<file path="src/dtf_pkg.sv">
// constants and carrier types for the downstream transport framer
package dtf_pkg;
  // transport packet geometry
  localparam int          PKT_LEN     = 188;
  localparam int          HDR_LEN     = 4;
  localparam int          PAY_LEN     = 184;
  localparam int          PAY_PTR_LEN = 183;
  // header field values
  localparam logic [7:0]  SYNC_BYTE   = 8'h47;
  localparam logic        TEI_TX      = 1'b0;
  localparam logic        TPRI_TX     = 1'b0;
  localparam logic [12:0] PID_DATA    = 13'h1ffe;
  localparam logic [12:0] PID_NULL    = 13'h1fff;
  localparam logic [1:0]  SCR_CTRL    = 2'b00;
  localparam logic [1:0]  AF_CTRL     = 2'b01;
  localparam logic [7:0]  STUFF_BYTE  = 8'hff;
  // timebase: fractional divider from the core clock
  localparam longint      CLK_HZ      = 250_000_000;
  localparam longint      TB_HZ       = 10_240_000;
  localparam longint      TB_GCD      = 80_000;
  localparam logic [11:0] TB_INC      = 12'(TB_HZ / TB_GCD);
  localparam logic [11:0] TB_MOD      = 12'(CLK_HZ / TB_GCD);
  localparam int          TB_W        = 32;
  // apb register byte offsets
  localparam logic [7:0]  REG_CTRL    = 8'h00;
  localparam logic [7:0]  REG_STATUS  = 8'h04;
  localparam logic [7:0]  REG_TBASE   = 8'h08;
  localparam logic [7:0]  REG_TS_GAP  = 8'h0c;
  localparam logic [7:0]  REG_PKT_CNT = 8'h10;
  // field positions
  localparam int          CTRL_EN_BIT  = 0;
  localparam int          ST_BADFC_BIT = 0;
  localparam int          ST_UNDER_BIT = 1;
  localparam int          ST_CC_LSB    = 8;
  localparam int          ST_BUSY_BIT  = 16;
  localparam logic        CTRL_EN_RST  = 1'b0;

  // one byte offered by the mac layer
  typedef struct packed {
    logic        sof;
    logic        ts;
    logic [15:0] len;
    logic [7:0]  data;
  } dtf_mac_byte_t;

  typedef enum logic [1:0] {PH_HDR, PH_PTR, PH_PAY} dtf_phase_t;
endpackage

</file>
<file path="src/dtf_framer.sv">
// downstream transport framer: mac bytes into 188-byte packets, apb control
// Function
// - unbroken 188-byte packets, header plus payload
// - every packet opens with 0x47
// - transport error bit sent as zero
// - start flag set means byte five is pointer
// - transport priority bit sent as zero
// - data packets carry identifier 0x1ffe
// - scrambling control sent as 00
// - adaptation control 01, never adaptation field
// - 4-bit continuity counter wraps per data packet
// - payload 183 with pointer, 184 without
// - gaps between frames filled with 0xff
// - frame control byte never 0xff; a 0xff one is still sent, only flagged in status
// - pointer counts bytes to skip before search
// - pointer present wherever a frame may start
// - other services may interleave at discretion
// - timestamps from 10.24 mhz timebase, output-referenced
// - timestamp differences taken modulo counter width
// - null packets instead of all-stuffing data packets
//
// Local design decisions: the placing of the registers and the APB register port.
`timescale 1ns/1ns
`default_nettype none
module dtf_framer
  import dtf_pkg::*;
(
  input  wire logic          i_core_clk,
  input  wire logic          i_rst,
  // mac byte stream
  input  wire logic          i_mac_valid,
  input  wire dtf_mac_byte_t i_mac,
  output logic               o_mac_ready,
  // transport byte stream to the modulator
  output logic               o_ts_valid,
  output logic [7:0]         o_ts_data,
  output logic               o_ts_sop,
  input  wire logic          i_ts_ready,
  // apb slave
  input  wire logic          i_psel,
  input  wire logic          i_penable,
  input  wire logic          i_pwrite,
  input  wire logic [7:0]    i_paddr,
  input  wire logic [31:0]   i_pwdata,
  output logic [31:0]        o_prdata,
  output logic               o_pready,
  output logic               o_pslverr
);

  // wrap-safe elapsed ticks between two timestamps
  function automatic logic [TB_W-1:0] ts_diff(input logic [TB_W-1:0] a,
                                              input logic [TB_W-1:0] b);
    ts_diff = a - b;
  endfunction

  // ---------------- timebase ----------------
  logic [11:0]     tb_acc;
  logic [11:0]     next_tb_acc;
  logic [TB_W-1:0] tbase;
  logic [TB_W-1:0] next_tbase;

  // fractional divider: 128 ticks every 3125 core cycles
  always_comb begin
    next_tb_acc = tb_acc + TB_INC;
    next_tbase  = tbase;
    if (next_tb_acc >= TB_MOD) begin
      next_tb_acc = next_tb_acc - TB_MOD;
      next_tbase  = tbase + 32'h1;
    end
  end

  always_ff @(posedge i_core_clk) begin
    if (i_rst) begin
      tb_acc <= 12'h0;
      tbase  <= 32'h0;
    end else begin
      tb_acc <= next_tb_acc;
      tbase  <= next_tbase;
    end
  end

  // ---------------- framer ----------------
  dtf_phase_t      phase;
  dtf_phase_t      next_phase;
  logic [7:0]      pos;
  logic [7:0]      next_pos;
  logic            is_data;
  logic            next_is_data;
  logic            pusi;
  logic            next_pusi;
  logic [3:0]      cc;
  logic [3:0]      next_cc;
  logic [3:0]      pkt_cc;
  logic [3:0]      next_pkt_cc;
  logic [15:0]     rem;
  logic [15:0]     next_rem;
  logic [1:0]      ts_idx;
  logic [1:0]      next_ts_idx;
  logic [TB_W-1:0] ts_val;
  logic [TB_W-1:0] next_ts_val;
  logic [TB_W-1:0] last_ts;
  logic [TB_W-1:0] next_last_ts;
  logic [TB_W-1:0] ts_gap;
  logic [TB_W-1:0] next_ts_gap;
  logic [31:0]     pkt_cnt;
  logic [31:0]     next_pkt_cnt;
  logic            vld;
  logic            next_vld;
  logic [7:0]      obyte;
  logic [7:0]      next_obyte;
  logic            osop;
  logic            next_osop;
  logic            adv;
  logic            take;
  logic            ev_badfc;
  logic            ev_under;
  logic            ctrl_en;
  logic [7:0]      mbyte;

  // output register advances whenever the modulator takes a byte
  assign adv         = !vld || i_ts_ready;
  assign o_mac_ready = take;
  assign o_ts_valid  = vld;
  assign o_ts_data   = obyte;
  assign o_ts_sop    = osop;

  always_comb begin
    next_phase   = phase;
    next_pos     = pos;
    next_is_data = is_data;
    next_pusi    = pusi;
    next_cc      = cc;
    next_pkt_cc  = pkt_cc;
    next_rem     = rem;
    next_ts_idx  = ts_idx;
    next_ts_val  = ts_val;
    next_last_ts = last_ts;
    next_ts_gap  = ts_gap;
    next_pkt_cnt = pkt_cnt;
    next_vld     = vld;
    next_obyte   = obyte;
    next_osop    = osop;
    take         = 1'b0;
    ev_badfc     = 1'b0;
    ev_under     = 1'b0;
    mbyte        = i_mac.data;
    // timestamp bytes replaced by the counter as they leave, so modulator delay is not counted
    if (ts_idx != 2'd0) begin
      mbyte = ts_val[8'(31 - 8 * int'(ts_idx)) -: 8];
    end else if (i_mac.ts) begin
      mbyte = tbase[31:24];
    end
    if (adv) begin
      next_vld  = 1'b1;
      next_osop = (pos == 8'd0);
      next_pos  = (pos == 8'(PKT_LEN - 1)) ? 8'd0 : pos + 8'd1;
      unique case (phase)
        PH_HDR: begin
          unique case (pos[1:0])
            2'd0: begin
              // data packet only when bytes exist; idle time goes out as null packets
              next_is_data = (rem != 16'd0) || (ctrl_en && i_mac_valid);
              // pointer whenever the tail leaves room for a new frame
              next_pusi    = next_is_data && (rem < 16'(PAY_LEN));
              next_pkt_cc  = cc;
              if (next_is_data) begin
                next_cc      = cc + 4'd1;
                next_pkt_cnt = pkt_cnt + 32'd1;
              end
              next_obyte = SYNC_BYTE;
            end
            2'd1: next_obyte = {TEI_TX, pusi, TPRI_TX,
                                is_data ? PID_DATA[12:8] : PID_NULL[12:8]};
            2'd2: next_obyte = is_data ? PID_DATA[7:0] : PID_NULL[7:0];
            2'd3: begin
              next_obyte = {SCR_CTRL, AF_CTRL, is_data ? pkt_cc : 4'h0};
              next_phase = pusi ? PH_PTR : PH_PAY;
            end
            default: next_obyte = STUFF_BYTE;
          endcase
        end
        PH_PTR: begin
          // skip count equals the tail still owed from the previous frame
          next_obyte = rem[7:0];
          next_phase = PH_PAY;
        end
        PH_PAY: begin
          next_obyte = STUFF_BYTE;
          if (is_data) begin
            if (rem != 16'd0) begin
              take = i_mac_valid;
              if (i_mac_valid) begin
                next_obyte = mbyte;
                next_rem   = rem - 16'd1;
              end else begin
                ev_under = 1'b1; // mid-frame starvation, stuffing leaks in
              end
            end else if (i_mac_valid && ctrl_en && pusi) begin
              take = 1'b1;
              if (i_mac.sof) begin
                next_obyte = mbyte;
                next_rem   = (i_mac.len == 16'd0) ? 16'd0 : i_mac.len - 16'd1;
                ev_badfc   = (i_mac.data == STUFF_BYTE);
              end else begin
                ev_under = 1'b1; // stray byte outside a frame is dropped
              end
            end
            if (take && i_mac_valid && (ts_idx != 2'd0 || i_mac.ts)) begin
              next_ts_idx = ts_idx + 2'd1;
              if (ts_idx == 2'd0) begin
                next_ts_val  = tbase;
                next_last_ts = tbase;
                next_ts_gap  = ts_diff(tbase, last_ts);
              end
            end
          end
          if (pos == 8'(PKT_LEN - 1)) begin
            next_phase = PH_HDR;
          end
        end
        default: next_phase = PH_HDR;
      endcase
    end
  end

  always_ff @(posedge i_core_clk) begin
    if (i_rst) begin
      phase   <= PH_HDR;
      pos     <= 8'd0;
      is_data <= 1'b0;
      pusi    <= 1'b0;
      cc      <= 4'h0;
      pkt_cc  <= 4'h0;
      rem     <= 16'd0;
      ts_idx  <= 2'd0;
      ts_val  <= 32'h0;
      last_ts <= 32'h0;
      ts_gap  <= 32'h0;
      pkt_cnt <= 32'h0;
      vld     <= 1'b0;
      obyte   <= 8'h0;
      osop    <= 1'b0;
    end else begin
      phase   <= next_phase;
      pos     <= next_pos;
      is_data <= next_is_data;
      pusi    <= next_pusi;
      cc      <= next_cc;
      pkt_cc  <= next_pkt_cc;
      rem     <= next_rem;
      ts_idx  <= next_ts_idx;
      ts_val  <= next_ts_val;
      last_ts <= next_last_ts;
      ts_gap  <= next_ts_gap;
      pkt_cnt <= next_pkt_cnt;
      vld     <= next_vld;
      obyte   <= next_obyte;
      osop    <= next_osop;
    end
  end

  // ---------------- apb registers ----------------
  logic        badfc;
  logic        next_badfc;
  logic        under;
  logic        next_under;
  logic        next_ctrl_en;
  logic [31:0] rdata;
  logic [31:0] next_rdata;
  logic        rerr;
  logic        next_rerr;
  logic        setup;
  logic        wr;
  logic        hit;

  // data latched in the setup cycle so the access phase answers at once
  assign setup     = i_psel && !i_penable;
  assign wr        = i_psel && i_penable && i_pwrite;
  assign o_pready  = i_psel && i_penable;
  assign o_pslverr = o_pready && rerr;
  assign o_prdata  = rdata;

  always_comb begin
    next_ctrl_en = ctrl_en;
    next_rdata   = rdata;
    next_rerr    = rerr;
    hit          = (i_paddr == REG_CTRL) || (i_paddr == REG_STATUS) ||
                   (i_paddr == REG_TBASE) || (i_paddr == REG_TS_GAP) ||
                   (i_paddr == REG_PKT_CNT);
    // write one to clear; a new event in the same cycle still wins
    next_badfc   = ev_badfc || (badfc && !(wr && i_paddr == REG_STATUS &&
                                           i_pwdata[ST_BADFC_BIT]));
    next_under   = ev_under || (under && !(wr && i_paddr == REG_STATUS &&
                                           i_pwdata[ST_UNDER_BIT]));
    if (wr && i_paddr == REG_CTRL) begin
      next_ctrl_en = i_pwdata[CTRL_EN_BIT];
    end
    if (setup) begin
      next_rerr  = !hit;
      next_rdata = 32'h0;
      if (!i_pwrite) begin
        unique case (i_paddr)
          REG_CTRL:    next_rdata[CTRL_EN_BIT] = ctrl_en;
          REG_STATUS: begin
            next_rdata[ST_BADFC_BIT]           = badfc;
            next_rdata[ST_UNDER_BIT]           = under;
            next_rdata[ST_CC_LSB +: 4]         = cc;
            next_rdata[ST_BUSY_BIT]            = (rem != 16'd0);
          end
          REG_TBASE:   next_rdata = tbase;
          REG_TS_GAP:  next_rdata = ts_gap;
          REG_PKT_CNT: next_rdata = pkt_cnt;
          default:     next_rdata = 32'h0;
        endcase
      end
    end
  end

  always_ff @(posedge i_core_clk) begin
    if (i_rst) begin
      ctrl_en <= CTRL_EN_RST;
      badfc   <= 1'b0;
      under   <= 1'b0;
      rdata   <= 32'h0;
      rerr    <= 1'b0;
    end else begin
      ctrl_en <= next_ctrl_en;
      badfc   <= next_badfc;
      under   <= next_under;
      rdata   <= next_rdata;
      rerr    <= next_rerr;
    end
  end

endmodule
`default_nettype wire

</file>
<file path="config.mk">
export PLATFORM = sky130hd
export DESIGN_NAME = dtf_framer
export DESIGN_NICKNAME = d
export VERILOG_FILES = /design/src/dtf_pkg.sv /design/src/dtf_framer.sv
export SDC_FILE = /design/constraint.sdc
export NUM_CORES = 1
export LEC_CHECK = 0
export ABC_AREA = 1
export BUFFER_PORTS_ARGS = -buffer_cell sky130_fd_sc_hd__clkbuf_2
export CAP_MARGIN = 5
export CORE_MARGIN = 5
export CORE_UTILIZATION = 25
export CTS_BUF_LIST = sky130_fd_sc_hd__clkbuf_2
export CTS_CLUSTER_DIAMETER = 200
export DETAILED_ROUTE_END_ITERATION = 8
export GPL_TIMING_DRIVEN = 1
export PLACE_DENSITY = 0.45
export SLEW_MARGIN = 20
export SYNTH_ARGS = -nofsm -noshare
export SYNTH_HDL_FRONTEND = slang
export SYNTH_SLANG_ARGS = --single-unit
</file>
<file path="constraint.sdc">
create_clock -name i_core_clk -period 6.8 [get_ports i_core_clk]
set_input_delay 1.02 -clock i_core_clk [delete_from_list [all_inputs] [get_ports i_core_clk]]
set_output_delay 1.02 -clock i_core_clk [all_outputs]
set_load 0.01 [all_outputs]
</file>
==> results of run 1 <==
[cells in the mapped netlist (3+ instances only)]
library cell	number
sky130_fd_sc_hd__inv_1	283
sky130_fd_sc_hd__ha_1	50
sky130_fd_sc_hd__nor2_1	233
sky130_fd_sc_hd__o21a_1	3
sky130_fd_sc_hd__clkinv_1	3
sky130_fd_sc_hd__dfxtp_1	224
sky130_fd_sc_hd__buf_6	4
sky130_fd_sc_hd__inv_2	5
sky130_fd_sc_hd__o211ai_1	13
sky130_fd_sc_hd__and2_1	4
sky130_fd_sc_hd__o221ai_1	6
sky130_fd_sc_hd__nand2_1	659
sky130_fd_sc_hd__nand3_1	139
sky130_fd_sc_hd__o21ai_1	9
sky130_fd_sc_hd__o21ai_0	139
sky130_fd_sc_hd__or2_2	6
sky130_fd_sc_hd__a21oi_1	225
sky130_fd_sc_hd__xor2_1	71
sky130_fd_sc_hd__o21bai_1	8
sky130_fd_sc_hd__nand3b_1	7
sky130_fd_sc_hd__nand4_1	23
sky130_fd_sc_hd__buf_2	20
sky130_fd_sc_hd__o22ai_1	15
sky130_fd_sc_hd__nor3_1	63
sky130_fd_sc_hd__clkbuf_1	61
sky130_fd_sc_hd__xnor2_1	12
sky130_fd_sc_hd__a31oi_1	6
[cell type report]
cell class	count	area [um^2]	area share, %
Tap cell	765	957	5.93
Multi-Input combinational cell	1714	8440	52.3
Antenna cell	4	10.0	0.0620
Clock buffer	100	500	3.10
Clock inverter	15	136	0.845
Timing Repair Buffer	98	520	3.22
Inverter	292	1100	6.79
Sequential cell	224	4480	27.8
[sequential cells by signal (all words and copies together) (netlist names), 2 cells and up]
| register | flops |
|---|---|
| cc | 4 |
| last_ts | 32 |
| o_prdata | 32 |
| o_ts_data | 8 |
| phase | 2 |
| pkt_cc | 4 |
| pkt_cnt | 32 |
| pos | 8 |
| rem | 16 |
| tb_acc | 12 |
| tbase | 32 |
| ts_gap | 32 |
| ts_idx | 2 |
[through the flow]
| stage | utilization [%] | std cells | power (W) | hold WS, ns |
|---|---|---|---|---|
| after CTS | 28.1 | 3208 | 0.00289 | 0.172 |
| after detailed placement | 27.0 | 3093 | 0.00172 | 0.452 |
| after floorplan | - | 2318 | 0.00161 | 0.424 |
| after global placement | 27.0 | 3093 | 0.00172 | 0.443 |
| final | 28.2 | 3212 | 0.00283 | 0.332 |
| after global routing | 28.1 | 3211 | 0.00302 | 0.221 |
[layer usage]
metal | global-route usage, % | vias up
met2 | 24.8 | 400
met5 | 0 | -
met1 | 23.1 | 6859
met4 | 5.05 | 2
met3 | 3.28 | 93
li1 | - | 7655
[power groups by stage]
stage / clock, W / combinational [W] / sequential (W)
floorplan: 0 / 0.000211 / 0.00140
global placement: 0 / 0.000322 / 0.00140
detailed placement: 0 / 0.000323 / 0.00140
CTS: 0.00120 / 0.000325 / 0.00137
global route: 0.00127 / 0.000371 / 0.00137
finish: 0.00114 / 0.000321 / 0.00137
[kinds of logic (layout without fill, tap and decap cells)]
family                   after synthesis  after routing
other                                  0              4
AO/OA/AOI/OAI                        433            433
buffers and inverters                380            505
adder cells (fa/ha/maj)               51             51
XOR/XNOR                              83             83
AND/OR/NAND/NOR                     1147           1147
flip-flops                           224            224
[how the worst max path moves through the flow]
stage                             end  cells past startpoint  startpoint
after floorplan           o_mac_ready                      4  i_ts_ready
after global placement     ts_gap[26]                     10   ts_idx[0]
after detailed placement   ts_gap[26]                     10   ts_idx[0]
after CTS                  ts_gap[26]                     10   ts_idx[0]
after global routing       ts_gap[29]                     10   ts_idx[0]
final                      ts_gap[29]                     10   ts_idx[0]
[worst max-delay path, stage by stage, from the launching register on]
cell and delay [ns]:
sky130_fd_sc_hd__dfxtp_1 0.73, sky130_fd_sc_hd__clkinv_1 0.65, sky130_fd_sc_hd__ha_1 0.59, sky130_fd_sc_hd__clkinv_1 0.24
sky130_fd_sc_hd__nor2_1 0.08, sky130_fd_sc_hd__nor2_1 0.22, sky130_fd_sc_hd__nand4_4 0.47, sky130_fd_sc_hd__inv_2 0.65
sky130_fd_sc_hd__nand3_1 0.33, sky130_fd_sc_hd__nand2_1 0.13, sky130_fd_sc_hd__inv_1 0.04
==> results.sh, run 1 <==
export IMPL_status="finished clean"
export IMPL_power_leakage_nw=6.86
export IMPL_post_synth_xor_xnor_area_pct=5.05
export IMPL_first_iter_violations=1077
export IMPL_grt_total_usage_pct=16.2
export IMPL_hold_path_startpoint="i_pwdata[0]"
export IMPL_cts_repair_timing_setup_buffer_count=0
export IMPL_layout_drive_gt1_share_pct=9.33
export IMPL_design_core_area_um2=57400
export IMPL_fin_tns_setup_ns=0
export IMPL_layout_common_cells="sky130_fd_sc_hd__nand2_1 (659), sky130_fd_sc_hd__inv_1 (283), sky130_fd_sc_hd__nor2_1 (233)"
export IMPL_layout_commonest_cell="sky130_fd_sc_hd__nand2_1"
export IMPL_reg2reg_depth=10
export IMPL_first_global_vias=14200
export IMPL_setup_viol=0
export IMPL_switching_share_pct=31.0
export IMPL_timing_hold_worst_class="in -> reg"
export IMPL_async_reset_ff_share_pct=0
export IMPL_slew_violations=0
export IMPL_worstSetupEndpointType="flip-flop"
export IMPL_synth_edf_count=0
export IMPL_postRouteWirelength_um=52100
export IMPL_critPathRequiredTime_ns=7.67
export IMPL_gp_routability_congestion=0.925
export IMPL_cts_repair_resized=0
export IMPL_firstDrtPassIters=8
export IMPL_power_density_nw_per_um2=175
export IMPL_grt_antenna_before_repair=4
export IMPL_synth_cell_types=49
export IMPL_ff2ff_setup_slack_ns=2.53
export IMPL_die_w_um=250
export IMPL_hold_path_depth=3
export IMPL_criticalPathCategory="reg -> reg"
export IMPL_final_setup_worst_slack_ns=2.53
export IMPL_grt_first_pass_wirelength_um=81600
export IMPL_hpwlAfterDp_um=40100
export IMPL_r2r_start="ts_idx[0]"
export IMPL_floorplan_io_pins=118
export IMPL_cts_max_path_buffers=3
export IMPL_internal_power_w=0.00195
export IMPL_grt_ovfl_total=0
export IMPL_synthDominantAreaCellType="sky130_fd_sc_hd__dfxtp_1"
export IMPL_share_of_the_synthesized_area_in_the_top_cell_type_pct=31.1
export IMPL_dominantRegCellSynth="sky130_fd_sc_hd__dfxtp_1"
export IMPL_comb_power_share_pct=11.4
export IMPL_synth_simple_area_share_pct=32.9
export IMPL_skew_pair_late_insertion_delay_ns=0.99
export IMPL_synthMuxAreaShare_pct=0
export IMPL_post_drt_wl_per_cell_um=16.2
export IMPL_cts_buffers_inserted=68
export IMPL_final_design_area_no_fill_um2=16100
export IMPL_postCtsHoldBufs=0
export IMPL_clk_pin_slew_worst_paths_ns=0.09
export IMPL_hold_viol=0
export IMPL_postSynthRegisterBits=224
export IMPL_synth_top_family_by_area="simple AND/OR/NAND/NOR gates"
export IMPL_layout_filler_cells=6491
export IMPL_peakVddDrop_mv=0.0943
export IMPL_synthToLayoutAreaGrowth_pct=12.1
export IMPL_post_synth_instance_area_um2=14400
export IMPL_clock_root_buffer="sky130_fd_sc_hd__clkbuf_2"
export IMPL_synth_top_cells_by_area="sky130_fd_sc_hd__dfxtp_1 (31%), sky130_fd_sc_hd__nand2_1 (17%), sky130_fd_sc_hd__a21oi_1 (7.8%)"
export IMPL_synth_sequential_area_ratio_pct=31.1
export IMPL_highest_signal_layer="met5"
export IMPL_die_height_um=250
export IMPL_post_synthesis_adder_cell_area_fraction_pct=4.48
export IMPL_placement_cell_area_um2=15500
export IMPL_clock_sink_count=224
export IMPL_clock_power_share_pct=40.3
export IMPL_detailroute_via_count=15000
export IMPL_worstSetupStartpointType="flip-flop"
export IMPL_drc=0
export IMPL_num_rows=88
export IMPL_max_freq_mhz=234
export IMPL_clock_skew_ns=0.0843
export IMPL_switching_pwr_w=0.000877
export IMPL_htreeDepth=3
export IMPL_detail_route_antenna_nets=0
export IMPL_crit_reg_reg_endpoint="ts_gap[29]"
export IMPL_cts_tree="done"
export IMPL_timing_worst_slew_pin_value_ns=0.926
export IMPL_relSlewSlack_pct=38.1
export IMPL_maximum_number_of_pins_on_one_net_before_global_route_repair=65
export IMPL_synthCells=2318
export IMPL_arrival_time_at_the_worst_endpoint_ns=5.14
export IMPL_nNetsFinal=2522
export IMPL_synthesis_yosys_warnings=0
export IMPL_portion_of_the_clock_cycle_consumed_by_the_worst_path_in_the_final_layout_pct=62.7
export IMPL_grt_setup_unrepaired="no"
export IMPL_max_cap_violations=0
export IMPL_routedLengthMet1_um=25400
export IMPL_syn_avg_cell_area_um2=6.22
export IMPL_detail_route_vias_per_cell=4.67
export IMPL_port_buffers=87
export IMPL_hold_path_endpoint="ctrl_en"
export IMPL_dpl_worst_slack_ns=2.50
export IMPL_initial_core_util_pct=25.1
export IMPL_final_min_clock_period_ns=4.27
export IMPL_area_of_the_die_um2=62500
export IMPL_critical_path_peak_fanout=37
export IMPL_wl_met3_um=2940
export IMPL_synth_compound_gate_area_share_pct=16.1
export IMPL_wl_met2_um=22300
export IMPL_sequentialPowerShare_pct=48.4
export IMPL_synth_nets=2442
(Power assumes the default switching activity.)
==> run 2: changes to the inputs <==
Settings changed: PLACE_DENSITY 0.45 to 0.46.
Clock period 6.8 ns to 3.9 ns, I/O delays scaled along.
==> run 2 against run 1 <==
Count of clock-buffer cells in the layout is 7 lower. Critical endpoint is now o_mac_ready. Highest routed layer unchanged. Clock power is 60% higher. Worst hold slack worse by 0.20 ns.
==> results.sh, run 2 (synthesized netlist as in run 1, its figures left out) <==
export IMPL_num_rows=88
export IMPL_multi_input_area_um2=8450
export IMPL_detail_route_antenna_nets=0
export IMPL_area_of_the_die_um2=62500
export IMPL_detail_route_vias_per_cell=4.65
export IMPL_skew_pair_late_insertion_delay_ns=0.97
export IMPL_clock_root_buffer="sky130_fd_sc_hd__clkbuf_2"
export IMPL_grt_setup_unrepaired="no"
export IMPL_power_density_nw_per_um2=291
export IMPL_reg2reg_depth=10
export IMPL_nNetsFinal=2559
export IMPL_cts_repair_timing_setup_buffer_count=0
export IMPL_initial_core_util_pct=25.1
export IMPL_first_iter_violations=1199
export IMPL_clock_sink_count=224
export IMPL_hold_path_startpoint="i_mac[12]"
export IMPL_layout_filler_cells=6540
export IMPL_critical_path_peak_fanout=11
export IMPL_postRouteWirelength_um=52700
export IMPL_timing_hold_worst_class="in -> reg"
export IMPL_detailroute_via_count=15100
export IMPL_cts_tree="done"
export IMPL_synthToLayoutAreaGrowth_pct=14.0
export IMPL_timing_critical_path_slowest_cell_delay_ns=0.37
export IMPL_grt_antenna_before_repair=4
export IMPL_placement_cell_area_um2=15600
export IMPL_post_drt_wl_per_cell_um=16.2
export IMPL_gp_routability_congestion=0.922
export IMPL_totalPowerFinal_w=0.00479
export IMPL_number_of_placed_instances_taps_included=3110
export IMPL_clock_skew_ns=0.0931
export IMPL_hpwlAfterDp_um=41000
export IMPL_design_core_area_um2=57400
export IMPL_drc=0
export IMPL_post_layout_nonfiller_instances=3250
export IMPL_ff2ff_setup_slack_ns=1.06
export IMPL_hold_path_depth=5
export IMPL_layout_drive_gt1_share_pct=9.63
export IMPL_maximum_number_of_pins_on_one_net_before_global_route_repair=73
export IMPL_first_global_vias=14200
export IMPL_die_w_um=250
export IMPL_htreeDepth=3
export IMPL_cts_buffers_inserted=69
export IMPL_layout_common_cells="sky130_fd_sc_hd__nand2_1 (659), sky130_fd_sc_hd__inv_1 (283), sky130_fd_sc_hd__nor2_1 (233)"
export IMPL_crit_reg_reg_endpoint="pkt_cnt[6]"
export IMPL_clk_pin_slew_worst_paths_ns=0.10
export IMPL_worstSetupEndpointType="output port"
export IMPL_relSlewSlack_pct=40.7
export IMPL_max_cap_violations=0
export IMPL_max_freq_mhz=293
export IMPL_final_min_clock_period_ns=3.41
export IMPL_arrival_time_at_the_worst_endpoint_ns=2.83
export IMPL_r2r_start="pos[1]"
export IMPL_criticalPathCategory="reg -> out"
export IMPL_firstDrtPassIters=5
export IMPL_floorplan_io_pins=118
export IMPL_hold_viol=0
export IMPL_grt_ovfl_total=0
export IMPL_slew_violations=0
export IMPL_port_buffers=87
export IMPL_fin_tns_setup_ns=0
export IMPL_grt_first_pass_wirelength_um=81400
export IMPL_layout_commonest_cell="sky130_fd_sc_hd__nand2_1"
export IMPL_seqCellArea_um2=4480
export IMPL_status="finished clean"
export IMPL_final_design_area_no_fill_um2=16400
export IMPL_die_height_um=250
export IMPL_hold_path_endpoint="rem[4]"
export IMPL_portion_of_the_clock_cycle_consumed_by_the_worst_path_in_the_final_layout_pct=87.5
export IMPL_critPathRequiredTime_ns=3.31
export IMPL_cp_slowest_cell="sky130_fd_sc_hd__dfxtp_1"
export IMPL_grt_total_usage_pct=16.2
export IMPL_worstSetupStartpointType="flip-flop"
export IMPL_timing_worst_slew_pin_value_ns=0.889
export IMPL_cp_cell_sequence="inv_1 -> ha_1 -> nand2_2 -> nor2_4 -> nand2_2 -> nand2_1 -> a21oi_1 -> clkbuf_2"
export IMPL_crit_path_frequent_cell="sky130_fd_sc_hd__nand2_2"
export IMPL_peakVddDrop_mv=0.147
export IMPL_setup_viol=0
export IMPL_cts_max_path_buffers=3
export IMPL_power_leakage_nw=7.00
[run 2: worst max-delay path by stage]
stage | from | end | slack, ns | depth (start not counted)
4_1_cts | phase[0] | o_mac_ready | 0.22 | 7
5_1_grt | rem[0] | o_mac_ready | 0.19 | 8
3_5_place_dp | i_ts_ready | pkt_cnt[6] | 1.06 | 10
2_1_floorplan | ts_idx[0] | ts_gap[31] | 1.34 | 15
3_3_place_gp | i_ts_ready | pkt_cnt[6] | 1.06 | 10
6_report | rem[0] | o_mac_ready | 0.49 | 8
[run 2: layout make-up]
cell class,count,share of cell area [%]
diodes,4,0.0609
clock buffers,93,2.83
flip-flops and latches,224,27.3
multi-input cells,1714,51.4
repair buffers,134,5.18
well taps,765,5.83
inverters,292,6.68
clock inverters,24,0.716
[run 2: layer usage]
| metal | vias to the layer above | share of wire (%) | global-route usage, % |
|---|---|---|---|
| met5 | - | 0.025 | 0 |
| met4 | 2 | 2.3 | 4.27 |
| met3 | 81 | 5.5 | 3.19 |
| met2 | 365 | 44 | 25.5 |
| met1 | 6920 | 49 | 22.8 |
| li1 | 7731 | - | - |
[run 2: report_power, final]
group / switching (W) / total [W] / internal [W]
Clock: 0.00112 / 0.00182 / 0.000710
Sequential: 0.0000415 / 0.00239 / 0.00235
Combinational: 0.000373 / 0.000575 / 0.000202
[run 2: worst max-delay path: cells and delay by family (launching register included)]
family / cells / cell delay [ns]
buffers and inverters: 2 / 0.29
AO/OA/AOI/OAI: 1 / 0.32
AND/OR/NAND/NOR: 4 / 0.65
flip-flops: 1 / 0.37
adder cells (fa/ha/maj): 1 / 0.24
[run 2: through the flow]
stage          utilization [%]  worst slack, ns  hold slack [ns]
2_1_floorplan                -             1.34            0.424
3_3_place_gp              27.3             1.06            0.443
3_5_place_dp              27.3             1.06            0.450
4_1_cts                   28.6            0.224          0.00469
5_1_grt                   28.6            0.193           0.0420
6_report                  28.6            0.487            0.131
[run 2: timing repair]
| item | 4_1_cts | 5_1_grt |
|---|---|---|
| hold buffers | 19 | 0 |
| endpoints found under the hold margin | 26 | 0 |
| gates resized for setup | 0 | 1 |
| setup endpoints to repair | 0 | 1 |
